--- src/vdp_map.vh ---
// Register map, field layout, reset values and timing for the motor loop.
// Assumes a 50 MHz core clock and a 32-bit APB register port.
`ifndef VDP_MAP_VH
`define VDP_MAP_VH

// ----------------------------------------------------------------------
// Register offsets (byte addresses)
// ----------------------------------------------------------------------
`define VDP_OFF_CTRL     8'h00
`define VDP_OFF_VGAIN    8'h04
`define VDP_OFF_VMULT    8'h08
`define VDP_OFF_DGAIN    8'h0C
`define VDP_OFF_PWR      8'h10
`define VDP_OFF_VEL      8'h14
`define VDP_OFF_DSPD     8'h18
`define VDP_OFF_DIST     8'h1C
`define VDP_OFF_VELQ     8'h20
`define VDP_OFF_STAT     8'h24

// ----------------------------------------------------------------------
// Control bits
// ----------------------------------------------------------------------
`define VDP_CTRL_RESTORE 0
`define VDP_CTRL_STOP    1

// ----------------------------------------------------------------------
// Factory defaults
// ----------------------------------------------------------------------
`define VDP_DEF_VP       8'h02
`define VDP_DEF_VI       8'h01
`define VDP_DEF_VD       8'h01
`define VDP_DEF_VMULT    16'h000A
`define VDP_DEF_DP       8'h01
`define VDP_DEF_DI       8'h00
`define VDP_DEF_DD       8'h00
`define VDP_DEF_DACC     8'h01

// ----------------------------------------------------------------------
// Power range and arithmetic scaling
// ----------------------------------------------------------------------
`define VDP_PWR_MAX      32'sd100
`define VDP_GAIN_SHIFT   4

// ----------------------------------------------------------------------
// Timing
// ----------------------------------------------------------------------
`define VDP_TICK_NS      1600000
`define VDP_CLK_NS       20

`endif

--- src/vdp_loop.v ---
// Two-motor velocity loop with an outer distance loop and APB registers.
// Assumes encoder tick pulses synchronous to I_CLK, one cycle per tick.
//
// Behaviour
// A basic tick of 1.6 ms is the timebase for all loop work.
// One velocity loop step runs after multiplier basic ticks.
// Velocity loop set holds proportional, integral, derivative gains and multiplier.
// Direct power command bypasses the loop; 100 is full power.
// Velocity query reports encoder ticks counted per loop period.
// Distance move ramps velocity setpoint until distance covered, then stops.
// Acceleration step is added to commanded speed each loop until target.
// Distance set defaults to 1, 0, 0, 1 after reset or restore.
// Restore reloads velocity and distance sets with factory values.
// Loop state reads 1 while a move runs, 0 once completed.
// Host should wait for loop state 0 before the next distance move.
// Host should pick a multiplier giving 50 to 250 ticks per loop.
// Loop output is clamped to full forward and full reverse power.
//
// Our own choices: the register offsets and register access over APB.
`timescale 1ns/1ps
`include "vdp_map.vh"

module vdp_loop #(
  parameter integer BASIC_TICK_CYC = `VDP_TICK_NS / `VDP_CLK_NS
) (
  // Clock, reset and enable
  input  wire        I_CLK,
  input  wire        I_RST,
  input  wire        I_CE,
  // APB slave
  input  wire        I_PSEL,
  input  wire        I_PENABLE,
  input  wire        I_PWRITE,
  input  wire [7:0]  I_PADDR,
  input  wire [31:0] I_PWDATA,
  output reg  [31:0] O_PRDATA,
  output wire        O_PREADY,
  output reg         O_PSLVERR,
  // Encoders
  input  wire [1:0]  I_ENC_TICK,
  input  wire [1:0]  I_ENC_REV,
  // H-bridge power, signed, -100 to 100
  output reg  [7:0]  O_PWR_A,
  output reg  [7:0]  O_PWR_B,
  // Loop state
  output wire        O_BUSY
);

  // --------------------------------------------------------------------
  // States and constants
  // --------------------------------------------------------------------
  localparam [3:0] ST_IDLE = 4'b0001;
  localparam [3:0] ST_PWR  = 4'b0010;
  localparam [3:0] ST_VEL  = 4'b0100;
  localparam [3:0] ST_DIST = 4'b1000;
  localparam [16:0] BT_LAST = BASIC_TICK_CYC[16:0] - 17'h0_001;

  // --------------------------------------------------------------------
  // Functions
  // --------------------------------------------------------------------
  // Limit a loop result to the motor power range
  function [7:0] clamp_pwr;
    input signed [31:0] v;
    begin
      if (v > `VDP_PWR_MAX) begin
        clamp_pwr = 8'h64;
      end else if (v < -`VDP_PWR_MAX) begin
        clamp_pwr = 8'h9C;
      end else begin
        clamp_pwr = v[7:0];
      end
    end
  endfunction

  // Saturating 16-bit add for the integrator
  function [15:0] sat_add16;
    input signed [15:0] a;
    input signed [16:0] b;
    reg   signed [17:0] s;
    begin
      s = {{2{a[15]}}, a} + {b[16], b};
      if (s > 18'sd32767) begin
        sat_add16 = 16'h7FFF;
      end else if (s < -18'sd32768) begin
        sat_add16 = 16'h8000;
      end else begin
        sat_add16 = s[15:0];
      end
    end
  endfunction

  // --------------------------------------------------------------------
  // State
  // --------------------------------------------------------------------
  reg        [16:0] basic_cnt;
  reg        [15:0] loop_cnt;
  reg        [7:0]  vp, vi, vd, dp, di, dd, dacc;
  reg        [15:0] vmult;
  reg        [23:0] dist_goal;
  reg        [15:0] dist_spd;
  reg               ready_q;
  reg        [3:0]  state    [0:1];
  reg signed [15:0] enc_cnt  [0:1];
  reg signed [15:0] vel_q    [0:1];
  reg signed [15:0] sp       [0:1];
  reg signed [15:0] integ    [0:1];
  reg signed [16:0] prev_err [0:1];
  reg        [23:0] trav     [0:1];
  reg        [7:0]  ramp     [0:1];
  reg        [7:0]  pwr      [0:1];

  // Loop step values, per motor
  reg signed [16:0] next_err   [0:1];
  reg        [15:0] next_integ [0:1];
  reg        [7:0]  next_pwr   [0:1];
  reg        [23:0] next_trav  [0:1];
  reg        [7:0]  next_ramp  [0:1];
  reg signed [15:0] next_sp    [0:1];
  reg               next_done  [0:1];

  wire basic_tick = (basic_cnt == BT_LAST);
  wire loop_tick  = basic_tick && (loop_cnt + 16'h0001 >= vmult);
  wire access     = I_PSEL && I_PENABLE;
  wire wr_now     = access && I_PWRITE && ready_q;
  reg  [31:0] rd_mux;
  reg         rd_hit;
  integer     m;

  // Loop state reflects a distance move running on either motor
  assign O_BUSY   = (state[0] == ST_DIST) || (state[1] == ST_DIST);
  assign O_PREADY = ready_q;

  // --------------------------------------------------------------------
  // Loop arithmetic
  // --------------------------------------------------------------------
  // Velocity step and distance ramp, computed each cycle for both motors
  always @* begin : loop_math
    reg signed [17:0] derr;
    reg signed [31:0] u;
    reg        [15:0] meas_mag;
    reg        [7:0]  tgt_mag;
    reg        [8:0]  ramp_sum;
    reg        [23:0] rem;
    reg        [31:0] cap;
    reg        [7:0]  sp_mag;
    integer           m;
    m        = 0;
    derr     = 18'sd0;
    u        = 32'sd0;
    meas_mag = 16'h0000;
    tgt_mag  = 8'h00;
    ramp_sum = 9'h000;
    rem      = 24'h00_0000;
    cap      = 32'h0000_0000;
    sp_mag   = 8'h00;
    for (m = 0; m < 2; m = m + 1) begin
      // PID on ticks per loop period
      next_err[m]   = {sp[m][15], sp[m]} - {enc_cnt[m][15], enc_cnt[m]};
      derr          = {next_err[m][16], next_err[m]} -
                      {prev_err[m][16], prev_err[m]};
      next_integ[m] = sat_add16(integ[m], next_err[m]);
      u = $signed({1'b0, vp}) * next_err[m]
        + $signed({1'b0, vi}) * $signed(next_integ[m])
        + $signed({1'b0, vd}) * derr;
      next_pwr[m]   = clamp_pwr(u >>> `VDP_GAIN_SHIFT);
      // Distance covered so far
      meas_mag     = enc_cnt[m][15] ? (16'h0000 - enc_cnt[m]) : enc_cnt[m];
      next_trav[m] = trav[m] + {8'h00, meas_mag};
      next_done[m] = (next_trav[m] >= dist_goal);
      // Acceleration ramp toward the target speed
      tgt_mag  = dist_spd[8*m+7] ? (8'h00 - dist_spd[8*m +: 8])
                                 : dist_spd[8*m +: 8];
      ramp_sum = {1'b0, ramp[m]} + {1'b0, dacc};
      next_ramp[m] = (ramp_sum >= {1'b0, tgt_mag}) ? tgt_mag
                                                   : ramp_sum[7:0];
      // Proportional cap on remaining distance slows the final approach
      rem    = next_done[m] ? 24'h00_0000 : (dist_goal - next_trav[m]);
      cap    = dp * rem;
      sp_mag = (cap < {24'h00_0000, next_ramp[m]}) ? cap[7:0]
                                                   : next_ramp[m];
      next_sp[m] = dist_spd[8*m+7] ? (16'h0000 - {8'h00, sp_mag})
                                   : {8'h00, sp_mag};
    end
  end

  // --------------------------------------------------------------------
  // Register read decode
  // --------------------------------------------------------------------
  // Read data and address check for the current access
  always @* begin
    rd_hit = 1'b1;
    if (I_PADDR == `VDP_OFF_CTRL) begin
      rd_mux = 32'h0000_0000;
    end else if (I_PADDR == `VDP_OFF_VGAIN) begin
      rd_mux = {8'h00, vd, vi, vp};
    end else if (I_PADDR == `VDP_OFF_VMULT) begin
      rd_mux = {16'h0000, vmult};
    end else if (I_PADDR == `VDP_OFF_DGAIN) begin
      rd_mux = {dacc, dd, di, dp};
    end else if (I_PADDR == `VDP_OFF_PWR) begin
      rd_mux = {16'h0000, pwr[1], pwr[0]};
    end else if (I_PADDR == `VDP_OFF_VEL) begin
      rd_mux = {sp[1], sp[0]};
    end else if (I_PADDR == `VDP_OFF_DSPD) begin
      rd_mux = {16'h0000, dist_spd};
    end else if (I_PADDR == `VDP_OFF_DIST) begin
      rd_mux = {8'h00, dist_goal};
    end else if (I_PADDR == `VDP_OFF_VELQ) begin
      rd_mux = {vel_q[1], vel_q[0]};
    end else if (I_PADDR == `VDP_OFF_STAT) begin
      rd_mux = {20'h0_0000, state[1], state[0], 3'b000, O_BUSY};
    end else begin
      rd_mux = 32'h0000_0000;
      rd_hit = 1'b0;
    end
  end

  // --------------------------------------------------------------------
  // Sequential logic
  // --------------------------------------------------------------------
  // Timebase, loop steps, commands and the bus slave
  always @(posedge I_CLK) begin
    if (I_RST) begin
      basic_cnt <= 17'h0_0000;
      loop_cnt  <= 16'h0000;
      vp        <= `VDP_DEF_VP;
      vi        <= `VDP_DEF_VI;
      vd        <= `VDP_DEF_VD;
      vmult     <= `VDP_DEF_VMULT;
      dp        <= `VDP_DEF_DP;
      di        <= `VDP_DEF_DI;
      dd        <= `VDP_DEF_DD;
      dacc      <= `VDP_DEF_DACC;
      dist_goal <= 24'h00_0000;
      dist_spd  <= 16'h0000;
      ready_q   <= 1'b0;
      O_PRDATA  <= 32'h0000_0000;
      O_PSLVERR <= 1'b0;
      O_PWR_A   <= 8'h00;
      O_PWR_B   <= 8'h00;
      for (m = 0; m < 2; m = m + 1) begin
        state[m]    <= ST_IDLE;
        enc_cnt[m]  <= 16'h0000;
        vel_q[m]    <= 16'h0000;
        sp[m]       <= 16'h0000;
        integ[m]    <= 16'h0000;
        prev_err[m] <= 17'h0_0000;
        trav[m]     <= 24'h00_0000;
        ramp[m]     <= 8'h00;
        pwr[m]      <= 8'h00;
      end
    end else if (I_CE) begin
      // Basic tick divider and loop multiplier
      basic_cnt <= basic_tick ? 17'h0_0000 : basic_cnt + 17'h0_0001;
      if (loop_tick) begin
        loop_cnt <= 16'h0000;
      end else if (basic_tick) begin
        loop_cnt <= loop_cnt + 16'h0001;
      end
      for (m = 0; m < 2; m = m + 1) begin
        // Encoder ticks per loop period; a tick on the step edge is kept
        if (loop_tick) begin
          vel_q[m]   <= enc_cnt[m];
          enc_cnt[m] <= !I_ENC_TICK[m] ? 16'h0000 :
                        (I_ENC_REV[m] ? 16'hFFFF : 16'h0001);
        end else if (I_ENC_TICK[m]) begin
          enc_cnt[m] <= I_ENC_REV[m] ? enc_cnt[m] - 16'h0001
                                     : enc_cnt[m] + 16'h0001;
        end
        // One loop step per motor
        if (loop_tick) begin
          case (state[m])
            ST_VEL: begin
              pwr[m]      <= next_pwr[m];
              integ[m]    <= next_integ[m];
              prev_err[m] <= next_err[m];
            end
            ST_DIST: begin
              if (next_done[m]) begin
                state[m] <= ST_IDLE;
                sp[m]    <= 16'h0000;
                pwr[m]   <= 8'h00;
              end else begin
                pwr[m]      <= next_pwr[m];
                integ[m]    <= next_integ[m];
                prev_err[m] <= next_err[m];
                trav[m]     <= next_trav[m];
                ramp[m]     <= next_ramp[m];
                sp[m]       <= next_sp[m];
              end
            end
            ST_PWR: begin
              pwr[m] <= pwr[m];
            end
            default: begin
              pwr[m] <= 8'h00;
            end
          endcase
        end
        // Move commands from the bus override the loop step
        if (wr_now && I_PADDR == `VDP_OFF_PWR) begin
          state[m] <= ST_PWR;
          pwr[m]   <= clamp_pwr({{24{I_PWDATA[8*m+7]}},
                                 I_PWDATA[8*m +: 8]});
        end else if (wr_now && I_PADDR == `VDP_OFF_VEL) begin
          state[m]    <= ST_VEL;
          sp[m]       <= I_PWDATA[16*m +: 16];
          integ[m]    <= 16'h0000;
          prev_err[m] <= 17'h0_0000;
        end else if (wr_now && I_PADDR == `VDP_OFF_DIST) begin
          state[m]    <= ST_DIST;
          sp[m]       <= 16'h0000;
          trav[m]     <= 24'h00_0000;
          ramp[m]     <= 8'h00;
          integ[m]    <= 16'h0000;
          prev_err[m] <= 17'h0_0000;
        end else if (wr_now && I_PADDR == `VDP_OFF_CTRL &&
                     I_PWDATA[`VDP_CTRL_STOP]) begin
          state[m] <= ST_IDLE;
          sp[m]    <= 16'h0000;
          pwr[m]   <= 8'h00;
        end
      end
      // Parameter writes and restore
      if (wr_now) begin
        if (I_PADDR == `VDP_OFF_CTRL) begin
          if (I_PWDATA[`VDP_CTRL_RESTORE]) begin
            vp    <= `VDP_DEF_VP;
            vi    <= `VDP_DEF_VI;
            vd    <= `VDP_DEF_VD;
            vmult <= `VDP_DEF_VMULT;
            dp    <= `VDP_DEF_DP;
            di    <= `VDP_DEF_DI;
            dd    <= `VDP_DEF_DD;
            dacc  <= `VDP_DEF_DACC;
          end
        end else if (I_PADDR == `VDP_OFF_VGAIN) begin
          vp <= I_PWDATA[7:0];
          vi <= I_PWDATA[15:8];
          vd <= I_PWDATA[23:16];
        end else if (I_PADDR == `VDP_OFF_VMULT) begin
          vmult <= I_PWDATA[15:0];
        end else if (I_PADDR == `VDP_OFF_DGAIN) begin
          dp   <= I_PWDATA[7:0];
          di   <= I_PWDATA[15:8];
          dd   <= I_PWDATA[23:16];
          dacc <= I_PWDATA[31:24];
        end else if (I_PADDR == `VDP_OFF_DSPD) begin
          dist_spd <= I_PWDATA[15:0];
        end else if (I_PADDR == `VDP_OFF_DIST) begin
          dist_goal <= I_PWDATA[23:0];
        end
      end
      // Bus slave: one wait state, data and error captured before ready
      if (access && !ready_q) begin
        ready_q   <= 1'b1;
        O_PRDATA  <= I_PWRITE ? 32'h0000_0000 : rd_mux;
        O_PSLVERR <= !rd_hit;
      end else begin
        ready_q   <= 1'b0;
        O_PSLVERR <= 1'b0;
      end
      // Power outputs follow the loop result or the direct power command
      O_PWR_A <= pwr[0];
      O_PWR_B <= pwr[1];
    end
  end

endmodule

--- config.mk ---
export PLATFORM = sky130hd
export DESIGN_NAME = vdp_loop
export DESIGN_NICKNAME = d
export VERILOG_FILES = /design/src/vdp_loop.v
export VERILOG_INCLUDE_DIRS = /design/src
export SDC_FILE = /design/constraint.sdc
export NUM_CORES = 2
export LEC_CHECK = 0
export ABC_AREA = 0
export BUFFER_PORTS_ARGS = -buffer_cell sky130_fd_sc_hd__buf_2
export CORE_ASPECT_RATIO = 1.25
export CORE_UTILIZATION = 50
export CTS_BUF_LIST = sky130_fd_sc_hd__clkbuf_8
export CTS_CLUSTER_SIZE = 25
export DETAILED_ROUTE_END_ITERATION = 6
export PLACE_DENSITY = 0.66
export SYNTH_ARGS = -nofsm -noshare
export SYNTH_HDL_FRONTEND = slang
export SYNTH_SLANG_ARGS = --single-unit
--- constraint.sdc ---
create_clock -name I_CLK -period 13.7 [get_ports I_CLK]
set_input_delay 2.74 -clock I_CLK [delete_from_list [all_inputs] [get_ports I_CLK]]
set_output_delay 2.74 -clock I_CLK [all_outputs]
set_load 0.005 [all_outputs]
# After elaboration in Yosys (flattened, before gate mapping)

Memories as Yosys holds them, arrays and structs flattened.
Cells that the tools add are included.

Add/sub/neg operators: 28
$mul: 8
Div/mod/pow operators: 0
Magnitude comparators: 19
Eq/ne operators: 19
Shift-type cells: 0
Mux-type cells: 247
Bitwise gates (word level): 69
Reductions and logical operators: 27

Operators with widths:

| operator                                                        | count |
|---|---|
| 2-to-1 mux 16 bit                                               | 44 |
| 2-to-1 mux 8 bit                                                | 63 |
| 2-to-1 mux 32 bit                                               | 10 |
| 2-to-1 mux 17 bit                                               | 9 |
| 2-to-1 mux 24 bit                                               | 6 |
| 2-to-1 mux 1 bit                                                | 104 |
| < comparator 32 x 8 -> 1 bit                                    | 2 |
| multiplier 8 x 24 -> 32 bit                                     | 2 |
| bitwise OR 1 bit                                                | 64 |
| adder 27 x 27 -> 28 bit                                         | 2 |
| adder 26 x 25 -> 27 bit                                         | 2 |
| multiplier 9 x 18 -> 27 bit                                     | 2 |
| multiplier 9 x 17 -> 26 bit                                     | 2 |
| multiplier 9 x 16 -> 25 bit                                     | 2 |
| adder 16 x 1 -> 16 bit, second input constant                   | 3 |
| adder 24 x 16 -> 24 bit                                         | 2 |
| greater-or-equal comparator 24 bit                              | 2 |
| greater-than comparator 24 x 8 -> 1 bit, second input constant  | 2 |
| < comparator 24 x 8 -> 1 bit, second input constant             | 2 |
| subtractor 24 bit                                               | 2 |
| 2-to-1 mux 4 bit                                                | 10 |
| adder 16 x 17 -> 18 bit                                         | 2 |
| greater-than comparator 18 x 16 -> 1 bit, second input constant | 2 |
| < comparator 18 x 16 -> 1 bit, second input constant            | 2 |
| 35 further kinds                                                | 74 |

Bits in registers: 195
Latch bits: 0
Memory bits (writable): 250
Memory bits (read-only): 0
Bits of input ports: 50
Output and inout bits: 51
Word-level logic and storage cells: 443
Memories: 9

Memories:

| name            | depth | width | rd ports | clocked after memory_dff | wr ports | line           | source |
|---|---|---|---|---|---|---|---|
| trav            | 2     | 24    | 2        | 0                        | 2        | vdp_loop.v:108 | `reg [23:0] trav [0:1];` |
| prev_err        | 2     | 17    | 2        | 0                        | 2        | vdp_loop.v:107 | `reg signed [16:0] prev_err [0:1];` |
| enc_cnt         | 2     | 16    | 2        | 0                        | 2        | vdp_loop.v:103 | `reg signed [15:0] enc_cnt [0:1];` |
| integ           | 2     | 16    | 2        | 0                        | 2        | vdp_loop.v:106 | `reg signed [15:0] integ [0:1];` |
| sp              | 2     | 16    | 2        | 0                        | 2        | vdp_loop.v:105 | `reg signed [15:0] sp [0:1];` |
| vel_q           | 2     | 16    | 2        | 0                        | 2        | vdp_loop.v:104 | `reg signed [15:0] vel_q [0:1];` |
| 3 more memories | -     | -     | -        | -                        | -        | -              |  |

# Depth between registers and ports, before layout

An unclocked memory read counts as a cell.

Depth after elaboration: 19
Depth in mapped cells: 59
Gate-level depth less buffers: 57

# Worst setup path after synthesis

Ideal clock, no wire load.

Kind: register -> register
From: memory sp[0][0]
To: memory pwr[0][2] (data pin)
Setup time: 0.270 ns
Data arrival time: 12.319 ns
Required time: 13.430 ns
Setup slack: 1.111 ns
Cell stages (with the launch flop): 53
Buffers on the path: 2
Period minus slack after synthesis: 12.589 ns
Cell sequence: edfxtp_1 -> inv_1 -> ha_1 -> inv_1 -> fa_1 -> a21o_1 -> a21oi_1 -> o21bai_1 -> a21oi_1 -> o21bai_1 -> a21oi_1 -> o21bai_1 -> a21oi_1 -> o21ai_0 -> a21oi_1 -> o21ai_0 -> xor2_1 -> ha_1 -> [17 not listed] -> fa_1 -> inv_1 -> fa_1 -> fa_1 -> inv_1 -> ha_1 -> nand2_1 -> o21ai_0 -> and2_1 -> o21ai_0 -> a31oi_1 -> xnor2_1 -> or4_1 -> or4b_1 -> or4_1 -> mux2_2 -> o21ai_1 -> o21ai_0

RTL lines:

| what            | line           | source |
|---|---|---|
| start, declared | vdp_loop.v:105 |  |
| end, declared   | vdp_loop.v:110 | `reg [7:0] pwr [0:1];` |

==> summary.md <==
| Metric | Value |
|---|---|
| Yosys top cell area share | `0.300` |
| Slew Limit Headroom | `0.0897` |
| Clk_lat worst skew | `800 ps` |
| Worst-margin pin slew | `1360 ps` |
| DP Cell Count | `approximately 11000` |
| Register area share after synthesis | `0.148` |
| Antenna viol nets, final | `0` |
| Pwr Density | `approximately 140 mW/mm2` |
| Worst Hold Endpoint | `loop_cnt[15]$_SDFFE_PP0P_` |
| Post-route clock period utilization | `0.962` |
| Starting Density | `0.505` |
| Library cells used by synthesis | `between 80 and 90` |
| HP Class | `reg2reg` |
| H-tree lvl count | `3` |
| Die area | `0.151 mm2` |
| CP Launch Type | `register` |
| Netlist Area Pre-Place | `0.0749 mm2` |
| Final min period | `13180 ps` |
| Worst R2R Start | `enc_cnt[1][1]$_DFFE_PP_` |
| Design area | `roughly 0.080 mm2` |
| Grt ovf | `0` |
| Rows | `158` |
| Most common cell after layout, fill and taps aside | `inv_1` |
| Port Buf Inserts | `100` |
| Post-Synthesis Cells | `slightly below 9000` |
| Root buf cell | `clkbuf_8` |
| Largest net degree at the start of global routing | `between 90 and 100` |
| Hold_buf cts | `0` |
| Pre-antenna DRT Iters | `7` |
| Slack of the worst reg-to-reg path | `approximately 520 ps` |
| Post-synthesis register bit count | `445` |
| Max-slew violation count | `0` |
| Failing checks | `design-rule violations` |
| Syn_area_per_cell | `around 8.6 um2` |
| Clk sinks | `445` |
| Asr flop ratio synth | `0` |
| Via density per instance | `just under 6` |
| DRC viols | `3` |
| DRT Wirelength | `roughly 250000 um` |
| Ports | `roughly 100` |
| Hold_sp | `loop_cnt[15]$_SDFFE_PP0P_` |
| Drt first-iter violations | `about 5400` |
| DP Area | `0.0781 mm2` |
| Core area | `between 0.1 and 0.15 mm2` |
| Outcome | `finished with violations` |
| Clock Tree Buf Depth | `3` |
| First-pass GRT wire length | `~380000 um` |
| Setup TNS | `0 ps` |
| Worst Setup End Kind | `register` |
| Critical R2R Capture | `pwr[1][2]$_DFFE_PP_` |
| Num CTS Buffers | `84` |
| Chip height | `435 um` |
| YS warnings | `0` |
| Hold Vio Cnt, Final | `0` |
| Setup Viol. Count Final | `0` |
| Clock Pin Slew Worst Setup and Hold Paths | `70 ps` |
| Critical-path top delay cell | `fa_1` |
| Total track usage | `0.334` |
| CTS tree | `yes` |
| Most frequent cells in the layout | `inv_1 (1642), fa_1 (1122), nand2_1 (1006)` |
| Post-detail-place hpwl | `between 200000 and 250000 um` |
| Critical-path maximum fanout | `40` |
| Crit path arrival time | `approximately 14000 ps` |
| Die width | `348 um` |
| NumNets Final | `10600` |
| Fmax | `roughly 76 MHz` |
| Hold path depth | `2` |
| VDD IR-drop max | `239 uV` |
| R2R cell count | `slightly below 50` |
| Clock Skew | `approximately 83 ps` |
| Share of cells above drive strength 1 | `0.0624` |
| Synth area leaders | `fa_1 (30%), ha_1 (11%), edfxtp_1 (8.7%)` |
| Data required, critical path | `14160 ps` |
| Non-filler cells, final | `between 10000 and 15000` |
| EDFF count, synth | `between 200 and 250` |
| Antenna violations before repair | `33` |
| Vias in the first global route | `approximately 65000` |
| RePlAce Congestion | `just under 1` |
| CP peak stage delay | `570 ps` |
| Area leader, netlist | `fa_1` |
| Hold Slack | `about 450 ps` |
| Post-DR wirelength/cell | `around 23 um` |
| P_leak | `a little under 40 nW` |
| Post-synthesis net count | `about 11000` |
| Top_reg_cell synth | `dfxtp_1` |
| Area growth syn-to-layout | `7.26%` |
| Via count | `63500` |
| Critical path class | `reg2reg` |
| Max Cap Violations | `0` |
-- area by class of cell --
| type | instances | area, um2 |
|---|---|---|
| multi-input combinational | 6332 | 56800 |
| timing repair buffer | 299 | 2030 |
| tap | 2000 | 2500 |
| inverter | 1617 | 6070 |
| fill | 13900 | 68100 |
| clock inverter | 54 | 423 |
| clock buffer | 103 | 1420 |
| sequential | 445 | 11100 |
| antenna | 15 | 37.5 |
-- cells in the mapped netlist, types with 12 or more instances --
cell and n:
o21ai_0 313, a2111oi_0 12, a21boi_0 19, o22ai_1 19, nor2b_1 76, nor3b_1 12, a221oi_1 23, a211oi_1 42
nand4_1 43, a22o_1 57, mux2i_1 41, buf_1 12, a21oi_1 521, o21a_1 35, o21bai_1 47, o211ai_1 27
o31ai_1 32, and3_1 63, fa_1 1122, xor2_1 143, nor3_1 116, a211o_1 17, nand2b_1 61, nand2_1 1007
inv_1 1614, nor4_1 21, xnor2_1 246, and2_1 420, nand3_1 178, or2_2 25, o2111ai_1 12, a22oi_1 79
a31oi_1 31, a222oi_1 34, dfxtp_1 227, nor2_1 475, a21o_1 128, edfxtp_1 218, or3_1 33, clkbuf_1 345
ha_1 630
-- power breakdown --
part | total (mW) | internal [mW] | switching, mW
sequential | 1.46 | 1.43 | 0.0334
clock | 1.49 | 0.799 | 0.693
combinational | 7.93 | 2.92 | 5.02
-- registers in the layout (all words and copies together) (netlist names), 16 cells and up --
register	flops
vmult	16
basic_cnt	17
vel_q	32
sp	32
loop_cnt	16
integ	32
prev_err	34
enc_cnt	32
pwr	16
dist_spd	16
trav	48
O_PRDATA	32
ramp	16
dist_goal	24
-- per-stage QoR --
stage,worst slack (ps),util,power [mW]
after global routing,-71.9,0.541,11.7
after floorplan,1110,-,6.68
after CTS,8.58,0.539,10.7
final,522,0.541,10.9
after global placement,-356,0.526,9.08
after detailed placement,-373,0.526,9.16
-- worst max-delay path by stage --
stage,start,end,slack (ps)
global route,sp[1][0]$_SDFFCE_PP0P_,pwr[1][2]$_DFFE_PP_,-70
global placement,enc_cnt[1][0]$_DFFE_PP_,sp[1][6]$_SDFFCE_PP0P_,-360
floorplan,sp[0][0]$_SDFFCE_PP0P_,pwr[0][2]$_SDFFCE_PP0P_,1110
CTS,enc_cnt[1][0]$_DFFE_PP_,sp[1][6]$_SDFFCE_PP0P_,9
detailed placement,enc_cnt[1][0]$_DFFE_PP_,sp[1][6]$_SDFFCE_PP0P_,-370
finish,enc_cnt[1][1]$_DFFE_PP_,pwr[1][2]$_DFFE_PP_,520
-- metal layers --
metal	wire length, um	vias up	share of wire	track usage
li1	-	28300	-	-
met1	90600	31600	0.36	0.388
met2	120000	2753	0.48	0.559
met3	21100	832	0.084	0.0640
met4	19600	36	0.078	0.222
met5	227	-	0.00090	0
-- worst max-delay path, delay by kind of cell, from the launching register on --
kind | cells | cell delay, ps
flops | 1 | 470
compound gates | 21 | 4310
mux | 3 | 980
buf+inv | 8 | 960
fa+ha+maj | 10 | 4510
simple gates | 6 | 1100
xor+xnor | 1 | 540
-- kinds of logic after synthesis --
kind of cell / count (synthesis) / synth area share
adder cells (fa/ha/maj): 1752 / 0.405
XOR/XNOR: 389 / 0.0455
AO/OA/AOI/OAI: 1551 / 0.132
flip-flops: 445 / 0.148
AND/OR/NAND/NOR: 2591 / 0.164
buffers and inverters: 1982 / 0.0994
multiplexers: 48 / 0.00668
-- timing repair --
| item | CTS | global route |
|---|---|---|
| setup endpoints to repair | 10 | 45 |
| gates resized for setup | 4 | 83 |
| gates cloned | 0 | 1 |
| setup buffers | 2 | 10 |
| pin swaps | 0 | 11 |
Note: power is estimated with default switching activity, not from simulation.
